<file path="config.mk">
export PLATFORM = sky130hd
export DESIGN_NAME = dewc_write_ctrl
export DESIGN_NICKNAME = d
export VERILOG_FILES = /design/src/dewc_pkg.sv /design/src/dewc_page_buffer.sv /design/src/dewc_write_ctrl.sv
export SDC_FILE = /design/constraint.sdc
export NUM_CORES = 1
export LEC_CHECK = 0
export ABC_AREA = 1
export ABC_CLOCK_PERIOD_IN_PS = 2800
export BUFFER_PORTS_ARGS = -buffer_cell sky130_fd_sc_hd__buf_2
export CORE_UTILIZATION = 35
export CTS_BUF_LIST = sky130_fd_sc_hd__clkbuf_4
export DETAILED_ROUTE_END_ITERATION = 7
export PLACE_DENSITY = 0.64
export SYNTH_ARGS = -nofsm -noshare
export SYNTH_HDL_FRONTEND = slang
export SYNTH_SLANG_ARGS = --single-unit
</file>
<file path="constraint.sdc">
create_clock -name clk -period 2.8 [get_ports clk]
set_input_delay 0 -clock clk [delete_from_list [all_inputs] [get_ports clk]]
set_output_delay 0 -clock clk [all_outputs]
set_load 0.01 [all_outputs]
</file>
<file path="src/dewc_pkg.sv">
// dewc_pkg: constants and types for the data nonvolatile write controller
// assumes: 50 MHz system clock, 32-bit axi4-lite register access
package dewc_pkg;
  localparam int unsigned CLK_HZ = 50000000;
  localparam int unsigned WRITE_TIME_US = 4000; // nominal write cycle time
  localparam int unsigned WRITE_CYCLES = WRITE_TIME_US * (CLK_HZ / 1000000);
  localparam int unsigned PAGE_BYTES = 16;
  localparam int unsigned ADDR_W = 7;
  localparam int unsigned OFS_W = 4;
  // register byte addresses
  localparam logic [7:0] OFF_CONTROL = 8'h00;
  localparam logic [7:0] OFF_ADDRESS = 8'h04;
  localparam logic [7:0] OFF_DATA = 8'h08;
  localparam logic [7:0] OFF_POINTER = 8'h0C;
  localparam logic [7:0] OFF_IRQ = 8'h10;
  // control register fields
  localparam int unsigned BIT_PAGE_MODE = 4;
  localparam int unsigned BIT_PROG_EN = 3;
  localparam int unsigned BIT_PROG_START = 2;
  localparam int unsigned BIT_FETCH_EN = 1;
  localparam int unsigned BIT_FETCH_START = 0;
  // indirect window holding the control register
  localparam logic [7:0] CTRL_PTR_LOW = 8'h40;
  localparam logic [7:0] CTRL_PTR_HIGH = 8'h01;
  // irq register fields
  localparam int unsigned BIT_IRQ_FLAG = 0;
  localparam int unsigned BIT_IRQ_EN = 1;
  localparam int unsigned BIT_MF_FLAG = 2;
  localparam int unsigned BIT_MF_EN = 3;
  localparam int unsigned BIT_GIE = 4;
  localparam int unsigned BIT_STACK_FULL = 5;
  localparam logic [OFS_W-1:0] OFS_LAST = 4'hF;
  localparam logic [1:0] RESP_OKAY = 2'h0;
  localparam logic [1:0] RESP_SLVERR = 2'h2;
  typedef enum logic [1:0] {ST_IDLE, ST_ERASE, ST_PROGRAM} dewc_state_type;
  typedef struct packed {
    logic write_en;
    logic [ADDR_W-1:0] addr;
    logic [7:0] data;
  } dewc_array_req_type;
endpackage

</file>
<file path="src/dewc_page_buffer.sv">
// dewc_page_buffer: 16-byte page buffer with synchronous clear
// assumes: single clock, clear has priority over write
`timescale 1ns/100ps
`default_nettype none
module dewc_page_buffer (
  input wire logic clk, // system clock
  input wire logic sys_rst, // synchronous reset
  input wire logic clear, // wipe all bytes
  input wire logic wr, // store one byte
  input wire logic [dewc_pkg::OFS_W-1:0] wr_ofs, // byte slot to store
  input wire logic [7:0] wr_data, // byte to store
  input wire logic [dewc_pkg::OFS_W-1:0] rd_ofs, // byte slot to read
  output logic [7:0] rd_data // registered read byte
);
  logic [7:0] mem [dewc_pkg::PAGE_BYTES];

  // storage; clear wins so a dropped enable never leaves stale data
  always_ff @(posedge clk) begin
    for (int i = 0; i < dewc_pkg::PAGE_BYTES; i++) begin
      if (sys_rst || clear) begin
        mem[i] <= 8'h00;
      end else if (wr && wr_ofs == dewc_pkg::OFS_W'(i)) begin
        mem[i] <= wr_data;
      end
    end
  end

  // registered read port
  always_ff @(posedge clk) begin
    if (sys_rst) begin
      rd_data <= 8'h00;
    end else begin
      rd_data <= mem[rd_ofs];
    end
  end
endmodule
`default_nettype wire

</file>
<file path="src/dewc_write_ctrl.sv">
// dewc_write_ctrl: write side of the data nonvolatile memory controller
// assumes: axi4-lite master, array accepts a request per cycle, timer tick from async timer
//
// Chosen here: the address map and the AXI4-Lite interface to the registers.
`timescale 1ns/100ps
`default_nettype none
module dewc_write_ctrl #(
  parameter int unsigned WRITE_CYCLES = dewc_pkg::WRITE_CYCLES // write time in timer ticks
) (
  input wire logic clk, // system clock
  input wire logic sys_rst, // synchronous reset, active high
  input wire logic timer_tick, // asynchronous write timer clock as a level
  input wire logic irq_serviced, // cpu entered the shared vector
  input wire logic stack_full, // call stack has no room
  output logic irq_vector_req, // shared vector jump request
  output dewc_pkg::dewc_array_req_type array_req, // request to the storage array
  input wire logic [31:0] s_axi_awaddr, // write address
  input wire logic s_axi_awvalid, // write address valid
  output logic s_axi_awready, // write address ready
  input wire logic [31:0] s_axi_wdata, // write data
  input wire logic [3:0] s_axi_wstrb, // write strobes
  input wire logic s_axi_wvalid, // write data valid
  output logic s_axi_wready, // write data ready
  output logic [1:0] s_axi_bresp, // write response
  output logic s_axi_bvalid, // write response valid
  input wire logic s_axi_bready, // write response ready
  input wire logic [31:0] s_axi_araddr, // read address
  input wire logic s_axi_arvalid, // read address valid
  output logic s_axi_arready, // read address ready
  output logic [31:0] s_axi_rdata, // read data
  output logic [1:0] s_axi_rresp, // read response
  output logic s_axi_rvalid, // read data valid
  input wire logic s_axi_rready // read data ready
);
  logic page_mode, program_enable, program_start, fetch_enable, fetch_start;
  logic [dewc_pkg::ADDR_W-1:0] nvm_address_reg;
  logic [7:0] nvm_data_reg;
  logic [7:0] pointer_high_byte_one, pointer_low_byte_one;
  logic nvm_irq_flag, nvm_irq_enable, mf_flag, mf_enable, global_irq_enable;
  logic [7:0] aw_addr, ar_addr;
  logic aw_held, w_held;
  logic [31:0] w_data;
  logic [3:0] w_strb;
  logic wr_fire, ctrl_sel, ctrl_wr, data_wr, prev_enable, page_full;
  logic [7:0] ctrl_byte, next_ctrl;
  logic [2:0] tick_sync;
  logic tick_edge, tick_level, cycle_done, buf_clear;
  logic [31:0] tick_count;
  logic [dewc_pkg::OFS_W-1:0] prog_ofs;
  logic [7:0] buf_rd;
  logic [1:0] buf_wait;
  dewc_pkg::dewc_state_type state;

  // a plain byte write from the bus, lane 0 steered by strobe 0
  function automatic logic [7:0] merge_byte(input logic [7:0] old, input logic [31:0] d, input logic [3:0] s);
    merge_byte = s[0] ? d[7:0] : old;
  endfunction

  // write channel capture; address and data may arrive in any order
  assign s_axi_awready = !aw_held && !s_axi_bvalid;
  assign s_axi_wready = !w_held && !s_axi_bvalid;
  assign wr_fire = aw_held && w_held && !s_axi_bvalid;
  always_ff @(posedge clk) begin
    if (sys_rst) begin
      aw_held <= 1'b0;
      w_held <= 1'b0;
      aw_addr <= 8'h00;
      w_data <= 32'h0000_0000;
      w_strb <= 4'h0;
    end else begin
      if (s_axi_awvalid && s_axi_awready) begin
        aw_held <= 1'b1;
        aw_addr <= s_axi_awaddr[7:0];
      end else if (wr_fire) begin
        aw_held <= 1'b0;
      end
      if (s_axi_wvalid && s_axi_wready) begin
        w_held <= 1'b1;
        w_data <= s_axi_wdata;
        w_strb <= s_axi_wstrb;
      end else if (wr_fire) begin
        w_held <= 1'b0;
      end
    end
  end

  // write response, one cycle after both halves are held
  always_ff @(posedge clk) begin
    if (sys_rst) begin
      s_axi_bvalid <= 1'b0;
      s_axi_bresp <= dewc_pkg::RESP_OKAY;
    end else if (wr_fire) begin
      s_axi_bvalid <= 1'b1;
      case (aw_addr)
        dewc_pkg::OFF_CONTROL, dewc_pkg::OFF_ADDRESS, dewc_pkg::OFF_DATA, dewc_pkg::OFF_POINTER,
        dewc_pkg::OFF_IRQ: s_axi_bresp <= dewc_pkg::RESP_OKAY;
        default: s_axi_bresp <= dewc_pkg::RESP_SLVERR;
      endcase
    end else if (s_axi_bready) begin
      s_axi_bvalid <= 1'b0;
    end
  end

  // control register only answers when the pointer selects its window
  assign ctrl_sel = pointer_high_byte_one == dewc_pkg::CTRL_PTR_HIGH
                    && pointer_low_byte_one == dewc_pkg::CTRL_PTR_LOW;
  assign ctrl_wr = wr_fire && aw_addr == dewc_pkg::OFF_CONTROL && ctrl_sel && w_strb[0];
  assign data_wr = wr_fire && aw_addr == dewc_pkg::OFF_DATA && w_strb[0];
  assign ctrl_byte = {3'h0, page_mode, program_enable, program_start, fetch_enable, fetch_start};
  assign next_ctrl = merge_byte(ctrl_byte, w_data, w_strb);

  // control bits; start only takes while enable already stands
  always_ff @(posedge clk) begin
    if (sys_rst) begin
      page_mode <= 1'b0;
      program_enable <= 1'b0;
      program_start <= 1'b0;
      fetch_enable <= 1'b0;
      fetch_start <= 1'b0;
    end else begin
      if (ctrl_wr) begin
        page_mode <= next_ctrl[dewc_pkg::BIT_PAGE_MODE];
        fetch_enable <= next_ctrl[dewc_pkg::BIT_FETCH_EN];
        // fetch side lives elsewhere; accepted only without a write start
        fetch_start <= next_ctrl[dewc_pkg::BIT_FETCH_START] && fetch_enable
                       && !next_ctrl[dewc_pkg::BIT_PROG_START];
      end
      if (cycle_done) begin
        program_start <= 1'b0;
        if (page_mode) begin
          program_enable <= 1'b0;
        end else if (ctrl_wr) begin
          program_enable <= next_ctrl[dewc_pkg::BIT_PROG_EN];
        end
      end else if (ctrl_wr) begin
        program_enable <= next_ctrl[dewc_pkg::BIT_PROG_EN];
        // software cannot cancel a running cycle by writing zero
        if (!program_start) begin
          program_start <= next_ctrl[dewc_pkg::BIT_PROG_START] && program_enable;
        end
      end
    end
  end

  // address, data and pointer registers; page mode advances the low nibble
  assign page_full = nvm_address_reg[dewc_pkg::OFS_W-1:0] == dewc_pkg::OFS_LAST;
  always_ff @(posedge clk) begin
    if (sys_rst) begin
      nvm_address_reg <= '0;
      nvm_data_reg <= 8'h00;
      pointer_high_byte_one <= 8'h00;
      pointer_low_byte_one <= 8'h00;
    end else begin
      if (wr_fire && aw_addr == dewc_pkg::OFF_ADDRESS && w_strb[0] && !program_start) begin
        nvm_address_reg <= w_data[dewc_pkg::ADDR_W-1:0];
      end else if (data_wr && page_mode && !program_start) begin
        if (!page_full) begin
          nvm_address_reg[dewc_pkg::OFS_W-1:0] <= nvm_address_reg[dewc_pkg::OFS_W-1:0] + 4'h1;
        end
      end
      if (data_wr && !program_start) begin
        nvm_data_reg <= w_data[7:0];
      end
      if (wr_fire && aw_addr == dewc_pkg::OFF_POINTER) begin
        if (w_strb[0]) pointer_low_byte_one <= w_data[7:0];
        if (w_strb[1]) pointer_high_byte_one <= w_data[15:8];
      end
    end
  end

  // the slot at the page end takes one byte; saturation follows the address, not a count
  logic last_taken;
  always_ff @(posedge clk) begin
    if (sys_rst || buf_clear) begin
      last_taken <= 1'b0;
    end else if (wr_fire && aw_addr == dewc_pkg::OFF_ADDRESS && w_strb[0] && !program_start) begin
      last_taken <= 1'b0; // a new start address reopens the page
    end else if (data_wr && page_mode && !program_start && page_full) begin
      last_taken <= 1'b1;
    end
  end

  // buffer clears on reset or a falling program_enable, never on a rise
  always_ff @(posedge clk) begin
    if (sys_rst) begin
      prev_enable <= 1'b0;
    end else begin
      prev_enable <= program_enable;
    end
  end
  assign buf_clear = prev_enable && !program_enable;

  dewc_page_buffer u_buf (
    .clk(clk),
    .sys_rst(sys_rst),
    .clear(buf_clear),
    .wr(data_wr && page_mode && !program_start && !last_taken),
    .wr_ofs(nvm_address_reg[dewc_pkg::OFS_W-1:0]),
    .wr_data(w_data[7:0]),
    .rd_ofs(prog_ofs),
    .rd_data(buf_rd)
  );

  // timer tick from a foreign clock: three flops, a rise counts once the last two agree
  always_ff @(posedge clk) begin
    if (sys_rst) begin
      tick_sync <= 3'h0;
      tick_level <= 1'b0;
    end else begin
      tick_sync <= {tick_sync[1:0], timer_tick};
      if (tick_sync[1] == tick_sync[2]) tick_level <= tick_sync[2];
    end
  end
  assign tick_edge = tick_sync[1] && tick_sync[2] && !tick_level;

  // cycle sequencer; the end also waits for the array walk, so a short timer cannot cut a page
  assign cycle_done = state == dewc_pkg::ST_PROGRAM && buf_wait == 2'h3
                      && tick_count >= WRITE_CYCLES - 1 && tick_edge;
  always_ff @(posedge clk) begin
    if (sys_rst) begin
      state <= dewc_pkg::ST_IDLE;
      tick_count <= 32'h0000_0000;
    end else begin
      case (state)
        dewc_pkg::ST_IDLE: begin
          tick_count <= 32'h0000_0000;
          if (program_start) begin
            state <= page_mode ? dewc_pkg::ST_PROGRAM : dewc_pkg::ST_ERASE;
          end
        end
        dewc_pkg::ST_ERASE: begin
          // the first WRITE_CYCLES/2 + 1 ticks of the timed cycle are the automatic byte erase
          if (tick_edge) tick_count <= tick_count + 32'h1;
          if (tick_edge && tick_count >= (WRITE_CYCLES / 2)) state <= dewc_pkg::ST_PROGRAM;
        end
        dewc_pkg::ST_PROGRAM: begin
          if (tick_edge) tick_count <= tick_count + 32'h1;
          if (cycle_done) state <= dewc_pkg::ST_IDLE;
        end
        default: state <= dewc_pkg::ST_IDLE;
      endcase
    end
  end

  // array requests: byte mode erase writes zero, then program byte; page mode walks the buffer with no erase
  always_ff @(posedge clk) begin
    if (sys_rst) begin
      array_req <= '0;
      prog_ofs <= '0;
      buf_wait <= 2'h0;
    end else begin
      array_req.write_en <= 1'b0;
      if (state == dewc_pkg::ST_IDLE) begin
        prog_ofs <= '0;
        buf_wait <= 2'h0;
        if (program_start && !page_mode) begin
          array_req <= '{write_en: 1'b1, addr: nvm_address_reg, data: 8'h00};
        end
      end else if (state == dewc_pkg::ST_PROGRAM && buf_wait != 2'h3) begin
        if (!page_mode) begin
          array_req <= '{write_en: 1'b1, addr: nvm_address_reg, data: nvm_data_reg};
          buf_wait <= 2'h3;
        end else if (buf_wait == 2'h0) begin
          buf_wait <= 2'h1; // wait out registered buffer read
        end else begin
          array_req <= '{write_en: 1'b1, addr: {nvm_address_reg[dewc_pkg::ADDR_W-1:dewc_pkg::OFS_W], prog_ofs},
                         data: buf_rd};
          prog_ofs <= prog_ofs + 4'h1;
          buf_wait <= (prog_ofs == dewc_pkg::OFS_LAST) ? 2'h3 : 2'h0;
        end
      end
    end
  end

  // interrupt flags; set wins over a clear in the same cycle
  always_ff @(posedge clk) begin
    if (sys_rst) begin
      nvm_irq_flag <= 1'b0;
      nvm_irq_enable <= 1'b0;
      mf_flag <= 1'b0;
      mf_enable <= 1'b0;
      global_irq_enable <= 1'b0;
    end else begin
      if (wr_fire && aw_addr == dewc_pkg::OFF_IRQ && w_strb[0]) begin
        nvm_irq_flag <= w_data[dewc_pkg::BIT_IRQ_FLAG];
        nvm_irq_enable <= w_data[dewc_pkg::BIT_IRQ_EN];
        mf_flag <= w_data[dewc_pkg::BIT_MF_FLAG];
        mf_enable <= w_data[dewc_pkg::BIT_MF_EN];
        global_irq_enable <= w_data[dewc_pkg::BIT_GIE];
      end
      if (irq_serviced) begin
        mf_flag <= 1'b0;
        global_irq_enable <= 1'b0;
      end
      if (cycle_done) begin
        nvm_irq_flag <= 1'b1;
        mf_flag <= 1'b1;
      end
    end
  end
  assign irq_vector_req = global_irq_enable && nvm_irq_enable && mf_enable && mf_flag && nvm_irq_flag
                          && !stack_full;

  // read channel: one answer per address, data registered
  assign s_axi_arready = !s_axi_rvalid;
  always_ff @(posedge clk) begin
    if (sys_rst) begin
      s_axi_rvalid <= 1'b0;
      s_axi_rdata <= 32'h0000_0000;
      s_axi_rresp <= dewc_pkg::RESP_OKAY;
      ar_addr <= 8'h00;
    end else if (s_axi_arvalid && s_axi_arready) begin
      s_axi_rvalid <= 1'b1;
      ar_addr <= s_axi_araddr[7:0];
      s_axi_rresp <= dewc_pkg::RESP_OKAY;
      case (s_axi_araddr[7:0])
        dewc_pkg::OFF_CONTROL: s_axi_rdata <= ctrl_sel ? {24'h0, ctrl_byte} : 32'h0000_0000;
        dewc_pkg::OFF_ADDRESS: s_axi_rdata <= {25'h0, nvm_address_reg};
        dewc_pkg::OFF_DATA: s_axi_rdata <= {24'h0, nvm_data_reg};
        dewc_pkg::OFF_POINTER: s_axi_rdata <= {16'h0, pointer_high_byte_one, pointer_low_byte_one};
        dewc_pkg::OFF_IRQ: s_axi_rdata <= {26'h0, stack_full, global_irq_enable, mf_enable, mf_flag,
                                           nvm_irq_enable, nvm_irq_flag};
        default: begin
          s_axi_rdata <= 32'h0000_0000;
          s_axi_rresp <= dewc_pkg::RESP_SLVERR;
        end
      endcase
    end else if (s_axi_rready) begin
      s_axi_rvalid <= 1'b0;
    end
  end
endmodule
`default_nettype wire

</file>
== Word-level counts from Yosys, hierarchy flattened ==
Memory sizes are Yosys's and may differ from the RTL's. A register that Yosys moved wholly into a read port is not among the register bits.
Cells that the tools add are included.

* Bits in writable memories: 128
* Memories: 1
* Register bits: 169
* Input port bits: 110
* Word-level logic and storage cells: 300
* Output and inout bits: 58

{| class="wikitable"
|+ Memories
! name !! words !! bits a word !! rd ports !! clocked after Yosys merged registers in !! wr ports !! line !! RTL
|-
| u_buf.mem || 16 || 8 || 1 || 1 || 16 || dewc_page_buffer.sv:15 || <nowiki>logic [7:0] mem [dewc_pkg::PAGE_BYTES];</nowiki>
|}

* Order comparisons: 2
* Muxes and demuxes: 105
* Reduce and logical (&&, ||, !) cells: 98
* Bitwise operators: 17
* Add/sub/neg operators: 3
* Equal/unequal tests: 38

{| class="wikitable"
|+ Operator list
! operator !! number
|-
| $mux 8 || 16
|-
| $mux 16 || 5
|-
| $pmux 16 s5 || 1
|-
| $mux 1 || 66
|-
| $pmux 32 s2 || 1
|-
| $logic_and 1x1->1 || 57
|-
| $eq 4x4->1 const B || 9
|-
| $add 32x1->32 const B || 1
|-
| $eq 8x4->1 const B || 4
|-
| $ge 32x17->1 const B || 1
|-
| $ge 32x18->1 const B || 1
|-
| $mux 32 || 1
|-
| $mux 2 || 9
|-
| $eq 4x3->1 const B || 4
|-
| $eq 8x3->1 const B || 2
|-
| $eq 8x5->1 const B || 2
|-
| $logic_not 8->1 || 2
|-
| $mux 4 || 4
|-
| $or 1x1->1 || 16
|-
| $reduce_bool 2->1 || 8
|-
| $logic_not 1->1 || 11
|-
| $reduce_and 2->1 || 5
|-
| $reduce_or 2->1 || 5
|-
| $reduce_or 5->1 || 2
|-
| 19 further kinds || 30
|}

== Longest topological paths before layout ==
* Word-level depth: 12
* Depth in mapped cells: 13
* Mapped depth without buffers: 13

== Modules after synthesis ==
A second synthesis with hierarchy kept.

* Cell total of the unflattened synthesis: 1690
* Area total of the unflattened synthesis: 13415.4 um^2

{| class="wikitable"
|+ Modules (own cells, without submodules)
! module !! area each (um^2) !! sequential area each (um^2) !! instances !! cells each
|-
| dewc_write_ctrl || 7040.5 || 3022.9 || 1 || 973
|-
| dewc_page_buffer || 6374.9 || 4003.8 || 1 || 717
|}

== Worst setup path before layout ==
OpenSTA, ideal clock, no wires.

* Path type: register to register
* From: reg s_axi_bvalid
* To: mem u_buf.mem[0][0] (enable)
* Library setup time: 384 ps
* Clock period less this slack: 2218 ps
* Data arrival time: 1834 ps
* Setup slack: 582 ps
* Cell stages (with the launch flop): 10
* Data required time: 2416 ps
* Cell sequence: dfxtp_1 -> nor2_2 -> nand2_2 -> nor2_4 -> nand4_4 -> nor2_4 -> nand2_2 -> inv_4 -> nand2_4 -> o21ai_0

{| class="wikitable"
|+ RTL lines
! item !! line !! RTL
|-
| start, declared || dewc_write_ctrl.sv:25 || <nowiki>output logic s_axi_bvalid,</nowiki>
|-
| start signal, assigned || dewc_write_ctrl.sv:90 || <nowiki>s_axi_bvalid <= 1'b0;</nowiki>
|-
| start signal, assigned || dewc_write_ctrl.sv:93 || <nowiki>s_axi_bvalid <= 1'b1;</nowiki>
|-
| start signal, assigned || dewc_write_ctrl.sv:100 || <nowiki>s_axi_bvalid <= 1'b0;</nowiki>
|-
| end, declared || dewc_page_buffer.sv:15 ||
|}

== Worst setup path after layout ==
* From: in s_axi_araddr[1]
* To: reg s_axi_rdata[3]

* Cells in the longest elaborated chain, start to end: 2
* Elaborated cells between the ends (all ways): 6

{| class="wikitable"
|+ Ends and longest elaborated chain
! item !! line !! RTL
|-
| start, declared || dewc_write_ctrl.sv:27 || <nowiki>input wire logic [31:0] s_axi_araddr,</nowiki>
|-
| $eq 8x5->1 (tied with other cells) || dewc_write_ctrl.sv:316 || <nowiki>case (s_axi_araddr[7:0])</nowiki>
|-
| $pmux 16 s5 * || dewc_write_ctrl.sv:316 ||
|-
| end signal, assigned || dewc_write_ctrl.sv:317 || <nowiki>dewc_pkg::OFF_CONTROL: s_axi_rdata <= ctrl_sel ? {24'h0, ctrl_byte} : 32'h0000_0000;</nowiki>
|-
| end signal, assigned || dewc_write_ctrl.sv:318 || <nowiki>dewc_pkg::OFF_ADDRESS: s_axi_rdata <= {25'h0, nvm_address_reg};</nowiki>
|-
| end signal, assigned || dewc_write_ctrl.sv:319 || <nowiki>dewc_pkg::OFF_DATA: s_axi_rdata <= {24'h0, nvm_data_reg};</nowiki>
|-
| end, declared || dewc_write_ctrl.sv:30 || <nowiki>output logic [31:0] s_axi_rdata,</nowiki>
|}

Mark *: on every way between the ends. The rest lies on a longest branch, timed or not.
A chain may end at the register's enable or synchronous reset.

==> reports/qor.yml <==
cts:
  cts_buffer_depth: 3
  cts_num_sinks: 287
  clk_pin_slew_ns: 0.07
  cts_root_buffer: "clkbuf_4"
  clk_latency_ns: 0.72
  htree_levels: 3
  cts_tree: "done"
  cts_buffers: 76
routing:
  final_antenna_net_count: 0
  first_iter_violations: 839
  routed_wl_mm: 36.4
  drc: 0
  wire_per_inst_um: 15.7
  vias: 11600
  routed_via_density: 5.01
  dr.pass1.iters: 5
place:
  gp_congestion: 0.925
  hpwl_mm: 24.9
  port_buffers: 83
timing:
  min_period_over_period_pct: 94.1
  relSlewSlack_pct: 40.6
  setup_tns_ns: 0
  worst_pin_slew_ns: 0.889
  skew_ns: 0.0749
  setup_viol_count_final: 0
  finalMaxSlewViolations: 0
  fmax_mhz: 380
  period_needed_ns: 2.63
  rsz0062_at_grt: "no"
  hold_viol: 0
  hold_ws_ns: 0.103
power:
  power_density_nw_per_um2: 559
  peakVddDrop_mv: 0.321
  leakagePower_nw: 6.11
setup_path:
  crit_family: "buffers and inverters"
  start_kind: "input port"
  worstPathArrival_ns: 3.25
  path_buf_inv: 6
  crit_path_frequent_cell: "dlygate4sd3_1"
  required_ns: 3.41
  path_max_fanout: 5
  crit_path_max_incr_delay_ns: 0.61
  critPathSlowestCell: "dlygate4sd3_1"
  cp-end-kind: "flip-flop"
  crit_chain: "dlygate4sd3_1 > buf_2 > nor2_1 > dlygate4sd3_1 > nand2_1 > nor2_1 > dlygate4sd3_1 > nand2_1 > dlygate4sd3_1 > inv_1 > nand3_1 > a31oi_1"
  crit_type: "input port to flip-flop"
yosys:
  synth_edf_count: 128
  synthCells: 1553
  syn_area_per_cell_um2: 8.50
  async_flop_share_pct: 0
  netlist_top_cells_area: "edfxtp_1, dfxtp_1, nor2_1, o21ai_0, nand2_1"
  synth_cell_type_count: 52
  synth_top_area_share_pct: 29.1
  ys_ff_latch: 287
  ys_warn_count: 0
  seq_area_frac_synth_pct: 53.2
  syn_area_um2: 13200
  yosysTopAreaCell: "edfxtp_1"
  synth-main-ff-cell: "dfxtp_1"
final_layout:
  area.growth.synth_to_final_pct: 20.6
  largest_reg_flops: 128
  regMostFlops: "u_buf.mem"
  drive_gt1_share_pct: 16.2
  top_regs: "u_buf.mem x128, tick_count x32"
  nets: 1878
floorplan:
  die_x_um: 196
  core_um2: 36900
  die_y_um: 196
  ios: 168
  row_count: 70
  dieArea_um2: 38500
  start_util_pct: 35.8
outcome:
  status: "complete, no violations"
global_route:
  grt_start_max_net_pins: 51
  grt_overflow: 0
  grt_pass1_vias: 11200
  grt_use_total_pct: 19.1
  grt_pass1_wl_mm: 58.2
  antenna_found_initial: 1
min_path:
  hp-class: "input port to flip-flop"
run:
  max_cap_violations: 0
==> synth_stat cells (3+ instances only) <==
library cell / count
o31ai_1: 4
nand2_1: 197
o221ai_1: 12
nand2_4: 3
nor4_1: 4
nor3_1: 29
nand3_4: 15
nor2_2: 12
o22ai_1: 35
clkinv_1: 6
o211ai_1: 8
a21oi_1: 100
nor2_4: 5
buf_1: 3
nand3_1: 49
a31oi_1: 18
dfxtp_1: 159
o21a_1: 3
xor2_1: 4
o21ai_0: 172
buf_2: 8
edfxtp_1: 128
inv_1: 134
nor2_1: 303
nand4_1: 17
clkbuf_1: 55
a211oi_1: 11
ha_1: 11
buf_4: 19
==> kinds of logic after synthesis <==
group | count (synthesis) | share of synthesized area, %
xor gates and xnor gates | 4 | 0.265
adders and majority gates | 11 | 1.04
buffers and inverters | 231 | 7.32
and+or+nand+nor | 646 | 22.4
DFF | 287 | 53.2
AOI/OAI and AO/OA | 373 | 15.7
other | 1 | 0.0284
==> timing repair <==
action | CTS | global route
resized for setup | 0 | 0
hold buffers | 75 | 0
buffers inserted | 0 | 0
hold endpoints to repair | 142 | 0
==> where the power goes <==
group          internal [mW]  switching [mW]  total [mW]
Sequential              4.49          0.0532        4.54
Clock                   1.99            1.73        3.72
Combinational          0.221           0.410       0.631
==> per-layer routing <==
| metal | vias up | share of wire [%] | track usage, % |
|---|---|---|---|
| met5 | - | 0 | 0 |
| met4 | 0 | 2.9 | 7.61 |
| met1 | 5426 | 44 | 25.4 |
| met2 | 412 | 46 | 30.8 |
| met3 | 84 | 6.8 | 3.32 |
| li1 | 5701 | - | - |
==> tightest hold or removal path, stage by stage <==
cell,delay [ns]
dlygate4sd3_1,0.53
buf_2,0.10
nor2_1,0.04
o21ai_0,0.07
a21oi_1,0.05
==> worst paths after layout <==
path                              from  slack (ns)                        endpoint  cells past startpoint
max reg2reg  s_axi_bvalid$_SDFFE_PP0P_        0.40         aw_addr[2]$_SDFFE_PP0P_                      6
max                    s_axi_araddr[1]        0.17     s_axi_rdata[3]$_SDFFE_PP0P_                     12
min                       irq_serviced        0.10  global_irq_enable$_SDFFE_PP0P_                      5
min reg2reg    tick_sync[0]$_SDFF_PP0_        0.41         tick_sync[1]$_SDFF_PP0_                      2
==> metrics by stage <==
| step | area [um^2] | total power [mW] | cells | utilization [%] | setup WS, ns |
|---|---|---|---|---|---|
| after CTS | 15900 | 8.97 | 2317 | 43.2 | 0.231 |
| final | 15900 | 8.89 | 2318 | 43.2 | 0.166 |
| after global routing | 15900 | 9.26 | 2318 | 43.2 | 0.0177 |
| after floorplan | 13300 | 4.97 | 1570 | - | 0.582 |
| after detailed placement | 14200 | 5.16 | 2108 | 38.5 | 0.527 |
| after global placement | 14200 | 5.15 | 2108 | 38.5 | 0.571 |
==> placed cells by master (no fill, tap or decap), types with 12 or more instances in the layout <==
master and n:
nand3_4 15, nor3_1 29, clkinv_1 17, o221ai_1 12, a21oi_1 100, o21ai_0 172
buf_4 36, a31oi_1 18, nand2_1 197, nor2_1 303, dlygate4sd3_1 75, conb_1 18
nor2_2 12, edfxtp_1 128, nand3_1 49, nand4_1 17, o22ai_1 35, buf_2 83
dfxtp_1 158, inv_1 134, clkbuf_4 117
==> cell type report <==
cell class | count | area [um^2]
tap | 504 | 631
timing repair buffer | 194 | 1440
clock inverter | 17 | 104
antenna | 1 | 2.50
sequential | 287 | 7030
fill | 3690 | 21000
multi-input combinational | 1052 | 5280
clock buffer | 117 | 878
inverter | 146 | 566
Power figures use the tool's default switching activity.
